<file path="src/include/mcj_defines.vh">
// constants for the motion conditional jump sequencer
`ifndef MCJ_DEFINES_VH
`define MCJ_DEFINES_VH

// command codes presented by the program fetcher
`define MCJ_CMD_W          4
`define MCJ_CMD_NONE       4'h0
`define MCJ_CMD_BLOCK      4'h1
`define MCJ_CMD_JUMP_UNC   4'h2
`define MCJ_CMD_JUMP_CND   4'h3
`define MCJ_CMD_CONTINUOUS_MOVE      4'h4
`define MCJ_CMD_POSITIONED_MOVE      4'h5
`define MCJ_CMD_DWELL      4'h6
`define MCJ_CMD_WAIT       4'h7
`define MCJ_CMD_PEND       4'h8
`define MCJ_CMD_CALL       4'h9
`define MCJ_CMD_SUBEND     4'hA

// loop update period selection codes and times in nanoseconds
`define MCJ_PER_0P5        2'h0
`define MCJ_PER_1P0        2'h1
`define MCJ_PER_2P0        2'h2
`define MCJ_PER_0P5_NS     500000
`define MCJ_PER_1P0_NS     1000000
`define MCJ_PER_2P0_NS     2000000
`define MCJ_CLK_NS         20
`define MCJ_TICK_0P5       (`MCJ_PER_0P5_NS / `MCJ_CLK_NS)
`define MCJ_TICK_1P0       (`MCJ_PER_1P0_NS / `MCJ_CLK_NS)
`define MCJ_TICK_2P0       (`MCJ_PER_2P0_NS / `MCJ_CLK_NS)

// stop kinds
`define MCJ_STOP_NONE      2'h0
`define MCJ_STOP_JUMP      2'h1
`define MCJ_STOP_NORMAL    2'h2
`define MCJ_STOP_SUB       2'h3

`endif

</file>
<file path="src/hdl/mcj_stop_dist.v">
// stopping distance estimator: v*v / (2*a), iterative divider
`timescale 1ns/1ps
`default_nettype none
module mcj_stop_dist #(
  parameter VW = 24,
  parameter DW = 48
) (
  input  wire          sys_clk,
  input  wire          rst,
  input  wire          start,
  input  wire [VW-1:0] vel,
  input  wire [VW-1:0] acc,
  output reg           done_q,
  output reg  [DW-1:0] dist_q
);
  reg [DW-1:0] num_q;
  reg [DW-1:0] den_q;
  reg [DW-1:0] rem_q;
  reg [6:0]    cnt_q;
  reg          busy_q;
  wire [DW-1:0] rem_sh;
  wire [DW-1:0] vel_w;
  assign rem_sh = {rem_q[DW-2:0], num_q[DW-1]};
  // zero-extend first so the square keeps all of its bits
  assign vel_w  = {{(DW-VW){1'b0}}, vel};

  // restoring division, one quotient bit per clock
  always @(posedge sys_clk) begin
    if (rst) begin
      num_q  <= {DW{1'b0}};
      den_q  <= {DW{1'b0}};
      rem_q  <= {DW{1'b0}};
      cnt_q  <= 7'h00;
      busy_q <= 1'b0;
      done_q <= 1'b0;
      dist_q <= {DW{1'b0}};
    end else begin
      done_q <= 1'b0;
      if (start) begin
        num_q  <= vel_w * vel_w;
        den_q  <= {{(DW-VW-1){1'b0}}, acc, 1'b0};
        rem_q  <= {DW{1'b0}};
        cnt_q  <= DW[6:0];
        busy_q <= 1'b1;
      end else if (busy_q) begin
        if (den_q == {DW{1'b0}}) begin
          // zero acceleration can never stop in time
          dist_q <= {DW{1'b1}};
          busy_q <= 1'b0;
          done_q <= 1'b1;
        end else begin
          if (rem_sh >= den_q) begin
            rem_q <= rem_sh - den_q;
            num_q <= {num_q[DW-2:0], 1'b1};
          end else begin
            rem_q <= rem_sh;
            num_q <= {num_q[DW-2:0], 1'b0};
          end
          cnt_q <= cnt_q - 7'h01;
          if (cnt_q == 7'h01) begin
            busy_q <= 1'b0;
            done_q <= 1'b1;
            dist_q <= (rem_sh >= den_q) ? {num_q[DW-2:0], 1'b1}
                                        : {num_q[DW-2:0], 1'b0};
          end
        end
      end
    end
  end
endmodule
`default_nettype wire

</file>
<file path="src/hdl/mcj_seq.v">
// per-axis conditional jump sequencer
// How it works
// - jump taken at once if selected input already set when testing starts
// - keep destination while testing; jump when the input sets
// - block label, another jump or a call ends testing
// - jump and move in one block: input watched through the whole move
// - testing persists over further moves until the next block label
// - jump from continuous move without stop only if distance beats stopping
// - stopping distance from present velocity and destination acceleration
// - halt on positioned move, reversal, short distance, dwell/wait/end
// - a jump stop uses the current acceleration and mode
// - unconditional jumps never stop the axis
// - testing at a call stops the axis and cancels testing first
// - testing at a subroutine end stops the axis and cancels testing
// - testing starts with the next motion command, after any stop it needs
// - non-stop jump ramps to destination velocity with destination accel
// - s-curve stop: before midpoint level accel, after finish change
// - input checked every clock while testing; final check at a loop update of 0.5, 1.0 or 2.0 ms
// - only the last of several back-to-back conditional jumps is kept
// - new block label after a jump gives one final input evaluation
`timescale 1ns/1ps
`default_nettype none
`include "mcj_defines.vh"
module mcj_seq #(
  parameter NCTL = 12,
  parameter IW   = 4,
  parameter BW   = 8,
  parameter VW   = 24,
  parameter DW   = 48
) (
  input  wire                  sys_clk,
  input  wire                  rst,
  input  wire                  abort,
  input  wire [1:0]            period_sel,
  input  wire [NCTL-1:0]       external_control_input_bit,
  input  wire                  cmd_valid,
  input  wire [`MCJ_CMD_W-1:0] cmd_code,
  input  wire [IW-1:0]         cmd_ctl_idx,
  input  wire [BW-1:0]         cmd_block,
  input  wire                  dest_valid,
  input  wire [`MCJ_CMD_W-1:0] dest_cmd,
  input  wire                  dest_dir_neg,
  input  wire [DW-1:0]         dest_dist,
  input  wire [VW-1:0]         dest_acc,
  input  wire                  cur_dir_neg,
  input  wire [VW-1:0]         cmd_vel,
  input  wire                  scurve,
  input  wire                  past_midpoint,
  input  wire                  axis_at_rest,
  output reg                   cmd_ready_q,
  output reg                   testing_q,
  output reg  [IW-1:0]         sel_idx_q,
  output reg  [BW-1:0]         dest_block_q,
  output reg                   jump_q,
  output reg  [BW-1:0]         jump_block_q,
  output reg  [1:0]            stop_kind_q,
  output reg                   stop_req_q,
  output reg                   use_dest_acc_q,
  output reg                   level_accel_q,
  output reg                   finish_change_q,
  output reg                   sample_tick_q
);
  // states, one-hot
  localparam [5:0] S_IDLE = 6'h01;
  localparam [5:0] S_ARM  = 6'h02;
  localparam [5:0] S_TEST = 6'h04;
  localparam [5:0] S_CALC = 6'h08;
  localparam [5:0] S_STOP = 6'h10;
  localparam [5:0] S_LAST = 6'h20;

  localparam [31:0] T05 = `MCJ_TICK_0P5;
  localparam [31:0] T10 = `MCJ_TICK_1P0;
  localparam [31:0] T20 = `MCJ_TICK_2P0;

  reg [5:0]        st_q;
  reg [NCTL-1:0]   ctl_m_q;
  reg [NCTL-1:0]   ctl_s_q;
  reg [31:0]       tick_cnt_q;
  reg              armed_q;     // conditional jump seen, no motion yet
  reg              positioned_move_q;     // positioned move is the active motion
  reg              pend_q;      // command held while stop completes
  reg [`MCJ_CMD_W-1:0] pend_cmd_q;
  reg              sd_start_q;
  reg [31:0]       tick_lim;
  wire             sd_done;
  wire [DW-1:0]    sd_dist;
  wire             ctl_hit;
  wire             is_motion;
  wire             is_stopper;

  assign ctl_hit = ctl_s_q[sel_idx_q];
  assign is_motion = cmd_valid &&
    (cmd_code == `MCJ_CMD_CONTINUOUS_MOVE || cmd_code == `MCJ_CMD_POSITIONED_MOVE ||
     cmd_code == `MCJ_CMD_DWELL || cmd_code == `MCJ_CMD_WAIT);
  assign is_stopper = cmd_valid &&
    (cmd_code == `MCJ_CMD_DWELL || cmd_code == `MCJ_CMD_WAIT ||
     cmd_code == `MCJ_CMD_PEND ||
     ((cmd_code == `MCJ_CMD_CONTINUOUS_MOVE || cmd_code == `MCJ_CMD_POSITIONED_MOVE) &&
      cur_dir_neg != dest_dir_neg));

  // stopping distance at the destination acceleration
  mcj_stop_dist #(.VW(VW), .DW(DW)) u_sd (
    .sys_clk (sys_clk),
    .rst     (rst),
    .start   (sd_start_q),
    .vel     (cmd_vel),
    .acc     (dest_acc),
    .done_q  (sd_done),
    .dist_q  (sd_dist)
  );

  // two-flop synchroniser for the external control inputs
  always @(posedge sys_clk) begin
    if (rst) begin
      ctl_m_q <= {NCTL{1'b0}};
      ctl_s_q <= {NCTL{1'b0}};
    end else begin
      ctl_m_q <= external_control_input_bit;
      ctl_s_q <= ctl_m_q;
    end
  end

  // update period limit from configuration
  always @* begin
    case (period_sel)
      `MCJ_PER_0P5: tick_lim = T05;
      `MCJ_PER_2P0: tick_lim = T20;
      default:      tick_lim = T10;
    endcase
  end

  // loop update enable pulse
  always @(posedge sys_clk) begin
    if (rst) begin
      tick_cnt_q    <= 32'h00000000;
      sample_tick_q <= 1'b0;
    end else if (tick_cnt_q >= tick_lim - 32'h00000001) begin
      tick_cnt_q    <= 32'h00000000;
      sample_tick_q <= 1'b1;
    end else begin
      tick_cnt_q    <= tick_cnt_q + 32'h00000001;
      sample_tick_q <= 1'b0;
    end
  end

  // main sequencer
  always @(posedge sys_clk) begin
    if (rst || abort) begin
      st_q            <= S_IDLE;
      testing_q       <= 1'b0;
      sel_idx_q       <= {IW{1'b0}};
      dest_block_q    <= {BW{1'b0}};
      armed_q         <= 1'b0;
      positioned_move_q         <= 1'b0;
      pend_q          <= 1'b0;
      pend_cmd_q      <= `MCJ_CMD_NONE;
      cmd_ready_q     <= 1'b0;
      jump_q          <= 1'b0;
      jump_block_q    <= {BW{1'b0}};
      stop_kind_q     <= `MCJ_STOP_NONE;
      stop_req_q      <= 1'b0;
      use_dest_acc_q  <= 1'b0;
      level_accel_q   <= 1'b0;
      finish_change_q <= 1'b0;
      sd_start_q      <= 1'b0;
    end else begin
      jump_q      <= 1'b0;
      cmd_ready_q <= 1'b0;
      sd_start_q  <= 1'b0;
      case (st_q)
        S_IDLE, S_ARM: begin
          cmd_ready_q <= cmd_valid && !cmd_ready_q;
          if (cmd_valid && !cmd_ready_q) begin
            if (cmd_code == `MCJ_CMD_JUMP_CND) begin
              sel_idx_q    <= cmd_ctl_idx;
              dest_block_q <= cmd_block;
              armed_q      <= 1'b1;
              st_q         <= S_ARM;
            end else if (cmd_code == `MCJ_CMD_JUMP_UNC) begin
              jump_q       <= 1'b1;
              jump_block_q <= cmd_block;
            end else if (armed_q && is_motion) begin
              // testing begins only once the motion command runs
              positioned_move_q <= (cmd_code == `MCJ_CMD_POSITIONED_MOVE);
              armed_q <= 1'b0;
              if (is_stopper) begin
                stop_kind_q <= `MCJ_STOP_NORMAL;
                stop_req_q  <= 1'b1;
                pend_q      <= 1'b0;
                st_q        <= S_STOP;
              end else begin
                testing_q <= 1'b1;
                st_q      <= S_TEST;
              end
            end else if (armed_q && is_stopper) begin
              stop_kind_q <= `MCJ_STOP_NORMAL;
              stop_req_q  <= 1'b1;
              pend_q      <= 1'b0;
              st_q        <= S_STOP;
            end
          end
        end
        S_TEST: begin
          if (ctl_hit) begin
            // jump trigger, immediate when already set
            testing_q <= 1'b0;
            st_q      <= S_CALC;
            sd_start_q <= 1'b1;
          end else if (cmd_valid && !cmd_ready_q) begin
            cmd_ready_q <= 1'b1;
            case (cmd_code)
              `MCJ_CMD_BLOCK: st_q <= S_LAST;
              `MCJ_CMD_JUMP_CND, `MCJ_CMD_JUMP_UNC: begin
                testing_q <= 1'b0;
                st_q      <= S_IDLE;
                cmd_ready_q <= 1'b0;
              end
              `MCJ_CMD_CALL, `MCJ_CMD_SUBEND: begin
                testing_q   <= 1'b0;
                stop_kind_q <= `MCJ_STOP_SUB;
                stop_req_q  <= 1'b1;
                pend_q      <= 1'b1;
                pend_cmd_q  <= cmd_code;
                cmd_ready_q <= 1'b0;
                st_q        <= S_STOP;
              end
              default: begin
                // further moves in the block keep the test running
                positioned_move_q <= (cmd_code == `MCJ_CMD_POSITIONED_MOVE);
              end
            endcase
          end
        end
        S_LAST: begin
          // one final evaluation at the next loop update
          if (sample_tick_q) begin
            testing_q <= 1'b0;
            if (ctl_hit) begin
              st_q       <= S_CALC;
              sd_start_q <= 1'b1;
            end else begin
              st_q <= S_IDLE;
            end
          end
        end
        S_CALC: begin
          if (sd_done) begin
            jump_block_q <= dest_block_q;
            if (!positioned_move_q && dest_valid &&
                (dest_cmd == `MCJ_CMD_CONTINUOUS_MOVE ||
                 dest_cmd == `MCJ_CMD_POSITIONED_MOVE) &&
                dest_dir_neg == cur_dir_neg &&
                dest_dist > sd_dist) begin
              jump_q         <= 1'b1;
              use_dest_acc_q <= 1'b1;
              st_q           <= S_IDLE;
            end else begin
              stop_kind_q     <= `MCJ_STOP_JUMP;
              stop_req_q      <= 1'b1;
              use_dest_acc_q  <= 1'b0;
              level_accel_q   <= scurve && !past_midpoint;
              finish_change_q <= scurve && past_midpoint;
              pend_q          <= 1'b0;
              st_q            <= S_STOP;
            end
          end
        end
        S_STOP: begin
          if (axis_at_rest) begin
            stop_req_q      <= 1'b0;
            level_accel_q   <= 1'b0;
            finish_change_q <= 1'b0;
            if (stop_kind_q == `MCJ_STOP_JUMP) begin
              jump_q <= 1'b1;
              st_q   <= S_IDLE;
            end else if (stop_kind_q == `MCJ_STOP_NORMAL) begin
              testing_q <= 1'b1;
              st_q      <= S_TEST;
            end else begin
              st_q <= S_IDLE;
            end
            stop_kind_q <= `MCJ_STOP_NONE;
            pend_q      <= 1'b0;
          end
        end
        default: st_q <= S_IDLE;
      endcase
    end
  end
endmodule
`default_nettype wire

</file>
<file path="config.mk">
export PLATFORM = sky130hd
export DESIGN_NAME = mcj_seq
export DESIGN_NICKNAME = d
export VERILOG_FILES = /design/src/hdl/mcj_stop_dist.v /design/src/hdl/mcj_seq.v
export VERILOG_INCLUDE_DIRS = /design/src /design/src/include
export SDC_FILE = /design/constraint.sdc
export NUM_CORES = 2
export LEC_CHECK = 0
export ABC_AREA = 1
export ABC_CLOCK_PERIOD_IN_PS = 10800
export BUFFER_PORTS_ARGS = -buffer_cell sky130_fd_sc_hd__buf_2
export CAP_MARGIN = 20
export CORE_MARGIN = 2
export CORE_UTILIZATION = 67
export DETAILED_ROUTE_END_ITERATION = 10
export GPL_TIMING_DRIVEN = 0
export PLACE_DENSITY = 0.86
export SLEW_MARGIN = 40
export SYNTH_ARGS = -nofsm -noshare
export SYNTH_HDL_FRONTEND = slang
export SYNTH_SLANG_ARGS = --single-unit
</file>
<file path="constraint.sdc">
create_clock -name sys_clk -period 10.8 [get_ports sys_clk]
set_input_delay 1.62 -clock sys_clk [delete_from_list [all_inputs] [get_ports sys_clk]]
set_output_delay 1.62 -clock sys_clk [all_outputs]
set_load 0.03 [all_outputs]
</file>
# Yosys cells after proc, flatten, opt, wreduce, memory -nomap -nowiden
# Cells that the tools add are included.
[op_classes] n_addsub=4 n_mul=1 order_cmp=4 n_eq_ne=49 mux=113 bitwise=3 n_reduce_logical=53
[ops] op="two-way mux 48 bit" n=5
[ops] op="two-way mux 6 bit" n=13
[ops] op="two-way mux 1 bit" n=59
[ops] op="greater-or-equal comparator 48 x 25 -> 1 bit" n=1
[ops] op="greater-than comparator 48 bit" n=1
[ops] op="logical NOT 48 bit" n=1
[ops] op="multiplier 24 x 24 -> 48 bit" n=1
[ops] op="two-way mux 47 bit" n=1
[ops] op="subtractor 47 x 25 -> 47 bit" n=1
[ops] op="!= test 2 bit, second input constant" n=17
[ops] op="one-hot mux 17 bit (2 select lines)" n=1
[ops] op="adder 32 x 1 -> 32 bit, second input constant" n=1
[ops] op="greater-or-equal comparator 32 bit" n=1
[ops] op="two-way mux 8 bit" n=4
[ops] op="subtractor 32 x 1 -> 32 bit, second input constant" n=1
[ops] op="one-hot mux 6 bit (5 select lines)" n=1
[ops] op="== test 4 x 3 -> 1 bit, second input constant" n=6
[ops] op="two-way mux 2 bit" n=12
[ops] op="AND reduction 12 bit" n=2
[ops] op="one-hot mux 6 bit (3 select lines)" n=1
[ops] op="one-hot mux 8 bit (2 select lines)" n=1
[ops] op="AND reduction 8 bit" n=2
[ops] op="!= test 3 bit, second input constant" n=5
[ops] op="== test 4 bit, second input constant" n=3
[ops] op="other kinds (41)" n=86
[word_totals] register_bits=271 inputBits=140 out_inout_bits=30 elab_cells=254

# Logic depth before layout (Yosys ltp)
[depth] ltp_word=12 ltp_mapped=32

# By module
# From an unflattened synthesis, not the netlist that was laid out.
[hier_totals] hier_cells=4726 hier_area_um2=33837.5
[by_module_without_submodules] module="mcj_stop_dist" n_inst=1 cells_each=3918 area_each_um2=28061.9 seq_area_each_um2=3523.4
[by_module_without_submodules] module="mcj_seq" n_inst=1 cells_each=808 area_each_um2=5775.5 seq_area_each_um2=1901.8

# Least setup slack after synthesis
# No wires, ideal clock.
[synth_path] path_type="input port to flip-flop" startpoint="input port cmd_vel[21]" endpoint="register u_sd.num_q[37]" arrival_ps=7307 t_required_ps=10668 slack_ps=3361 stages=26 path_buffers=2 cell_sequence="clkbuf_1 -> clkbuf_1 -> nand2_1 -> fa_1 -> inv_1 -> fa_1 -> inv_1 -> fa_1 -> fa_1 -> inv_1 -> fa_1 -> fa_1 -> inv_1 -> fa_1 -> inv_1 -> ha_1 -> nand2_1 -> nor2_1 -> inv_1 -> nor2_1 -> and2_1 -> nand3_1 -> nand4_1 -> nand3_1 -> nand2_1 -> a21oi_1"
[synth_via] elab_chain_cells=2
[synth_lines] element="from (decl)" line="mcj_seq.v:46" source="input wire [VW-1:0] cmd_vel,"
[synth_lines] element="multiplier 24 x 24 -> 48 bit" line="mcj_stop_dist.v:40" source="num_q <= vel_w * vel_w;"
[synth_lines] element="two-way mux 48 bit" line="mcj_stop_dist.v:39" source="if (start) begin"
[synth_lines] element="to (signal assigned)" line="mcj_stop_dist.v:40"
[synth_lines] element="to (signal assigned)" line="mcj_stop_dist.v:54" source="num_q <= {num_q[DW-2:0], 1'b1};"
[synth_lines] element="to (signal assigned)" line="mcj_stop_dist.v:57" source="num_q <= {num_q[DW-2:0], 1'b0};"
[synth_lines] element="to (decl)" line="mcj_stop_dist.v:16" source="reg [DW-1:0] num_q;"
# No other way between the ends.
# A chain may end at the register's enable or synchronous reset.

# Worst setup path after layout
[layout_path] startpoint="input port cmd_vel[12]" endpoint="register u_sd.num_q[39]"
# The elaborated chain is that of the path after synthesis.

==> flow_summary.toml <==
[worst_setup_path]
endpoint_kind = "flip-flop"
cp_data_required_time_ns = 11.23
r2r-start = "u_sd.rem_q[0]$_SDFFE_PP0P_"
path_common_cell = "inv_1"
cp.arrival_ns = 8.77
start_kind = "input port"
critPathMaxStageDelay_ns = 0.75
cp-startpoint = "cmd_vel[12]"
cp_max_fo = 10
crit_type = "input port to flip-flop"
cp_slowest_cell = "clkbuf_1"

[route]
drc_errors = 0
viasPerCell = 5.54
vias = 30500
ant_nets = 0
wire_per_inst_um = 17.3
wl_um = 95500
first_pass_iters = 6
drt_iter0_markers = 2825

[global_route]
overflow = 0
grt_max_degree = 16
gr-usage-all-layers_pct = 38.0
grt_pass1_wl_um = 151000
grt_pass1_vias = 30100
antenna_found_initial = 2

[floorplanning]
rows = 81
io_pins = 170
die_area_um2 = 51300
die_w_um = 226
start_util_pct = 67.8
die_h_um = 226
core-area_um2 = 49000

[synth]
async_reset_ff_share_pct = 0
synth_compound_area_share_pct = 9.18
synthesis.area_um2 = 33200
synthCells = 4620
ys.flop_type = "dfxtp_1"
synthMuxAreaShare_pct = 0.0340
synth_top_area_cell = "fa_1"
synthXorXnorAreaFrac_pct = 1.40
synth.yosys.seq_area_share_pct = 16.4
yosys_warnings = 0
synth_top_area_share_pct = 26.2
synth_seq_cells = 271
synth_fa_ha_area_share_pct = 36.2
synth-simple-area-share_pct = 21.3
synth_cell_types = 57
synth_area_leaders = "fa_1, dfxtp_1, inv_1"
synth_top_family_by_area = "adder cells"
synth_enable_flop_cells = 0
avgSynthCellArea_um2 = 7.18

[layout]
num-fill-cells = 3989
layout.nets = 5668
drive_gt1_share_pct = 6.21
area_growth_pct = 8.12
diodes = 0

[cts]
cts.path.max_buffers = 3
insertion_delay_ns = 0.57
cts.sinks = 271
numCtsBuffers = 27
tritoncts = "done"
clk_pin_slew_ns = 0.07
cts.htree.levels = 1
root_buffer = "clkbuf_16"
cts_setup_buffers = 0
cts_hold_buf = 0
ctsResizeCount = 0

[timing]
min_period_ns = 8.34
fmax_mhz = 120
finalSetupViolCount = 0
final_max_slew_viol_count = 0
setup_tns_ns = 0
hold_viol_final = 0
rsz0062_at_grt = "false"
period_share_pct = 77.2
slew_headroom_pct = 35.7
tightest_slew_ns = 0.964
skew_ns = 0.0240

[place]
hpwl_um = 78700
numPortBuffers = 167
gp_congestion = 1.02

[hold_path]
hold_start = "ctl_m_q[7]$_SDFF_PP0_"
hold_class = "flip-flop to flip-flop"

[run_status]
status = "finished, final reports clean"

[flow_run]
drv_cap = 0
-- layer usage --
metal,global-route usage (%),share of wire (%),wire (um)
met4,15.7,4.8,4540
met1,49.0,39,37300
met2,61.6,45,43200
met3,8.79,11,10300
met5,1.96,0.17,161
-- synthesized netlist by cell type, types with 3 or more instances --
library cell and n:
nand3_1 157, a21o_1 10, a211oi_1 24, nand2_2 13, buf_2 12, o21ai_1 9
nor4_1 10, ha_1 264, nand3_2 4, nand4_1 53, or2_2 6, fa_1 434
o21ai_0 145, nand3b_1 13, xor2_1 32, o21bai_1 6, clkbuf_1 105, inv_1 1224
nor2_1 287, o211ai_1 5, buf_6 4, a31oi_1 16, nor2_2 8, buf_1 6
nand2_1 1106, nor3_1 47, a221oi_1 29, xnor2_1 21, dfxtp_1 271, and2_1 3
o211ai_2 10, inv_2 5, a21oi_2 11, o221ai_1 15, a21oi_1 228
-- through the flow --
step                      util [%]  instances  hold WS (ns)  instance area [um^2]  setup slack (ns)
after detailed placement      71.3       5465         0.392                 34900              2.03
final                         73.3       5513         0.404                 35900              2.46
after global routing          73.3       5513         0.420                 35900              2.13
after global placement        71.3       5465         0.391                 34900              2.11
after floorplan                  -       4634         0.388                 33200              3.36
after CTS                     73.2       5513         0.404                 35900              2.60
-- kinds of logic after synthesis --
group | Yosys count
xor+xnor | 53
other cells | 2
mux | 1
buf+inv | 1361
compound gates | 518
simple gates | 1716
fa+ha+maj | 698
flops | 271
-- cell usage in the layout (no fill, tap or decap), types with 5 or more instances in the layout --
| master | instances |
|---|---|
| a211oi_1 | 24 |
| nor3_1 | 47 |
| bufinv_16 | 5 |
| xnor2_1 | 21 |
| nor2_2 | 8 |
| o211ai_2 | 10 |
| conb_1 | 16 |
| a21oi_2 | 11 |
| nand2_2 | 13 |
| o211ai_1 | 5 |
| buf_2 | 179 |
| clkbuf_16 | 27 |
| o21bai_1 | 6 |
| nor4_1 | 10 |
| ha_1 | 264 |
| o21ai_1 | 9 |
| a31oi_1 | 16 |
| dfxtp_1 | 271 |
| nand4_1 | 53 |
| xor2_1 | 32 |
| clkbuf_2 | 5 |
| fa_1 | 434 |
| o221ai_1 | 15 |
| clkbuf_1 | 104 |
| nand3b_1 | 13 |
| a21o_1 | 10 |
| nand2_1 | 1106 |
| o21ai_0 | 145 |
| a21oi_1 | 228 |
| buf_1 | 6 |
| inv_2 | 5 |
| or2_2 | 6 |
| a221oi_1 | 29 |
| nor2_1 | 287 |
| inv_1 | 1224 |
| nand3_1 | 157 |
-- state kept, by name, summed over array words and instances, names as in the netlist, 2 cells and up --
name,cells
tick_cnt_q,32
dest_block_q,8
u_sd.rem_q,47
stop_kind_q,2
jump_block_q,8
u_sd.den_q,24
u_sd.num_q,48
ctl_s_q,12
u_sd.dist_q,48
ctl_m_q,12
sel_idx_q,4
u_sd.cnt_q,7
st_q,6
-- worst max-delay path, delay by kind of cell --
family / cells / cell delay [ns]
AOI/OAI and AO/OA: 1 / 0.06
adders and majority gates: 8 / 3.90
buffers and inverters: 10 / 1.57
and+or+nand+nor: 10 / 1.62
-- layout make-up --
class                   instances  area, um^2  share of cell area (%)
multi-input cells            3002       22600                    63.1
inverters                    1231        4620                    12.9
plain buffers                 130         547                    1.52
repair buffers                167         836                    2.33
flip-flops and latches        271        5430                    15.1
clock inverters                14         226                   0.632
clock buffers                  34         742                    2.07
well taps                     664         831                    2.32
-- worst paths after layout --
| path | endpoint | slack [ns] | depth (start not counted) |
|---|---|---|---|
| worst min-delay path | ctl_s_q[7]$_SDFF_PP0_ | 0.40 | 2 |
| worst max register to register | u_sd.rem_q[19]$_SDFFE_PP0P_ | 7.93 | 17 |
| worst min register to register | ctl_s_q[7]$_SDFF_PP0_ | 0.40 | 2 |
| worst max-delay path | u_sd.num_q[39]$_SDFFE_PP0P_ | 2.46 | 29 |
Power is left out: the tool's default activity adds up to more than one toggle a clock period on the data nets, which glitch-free logic cannot reach.
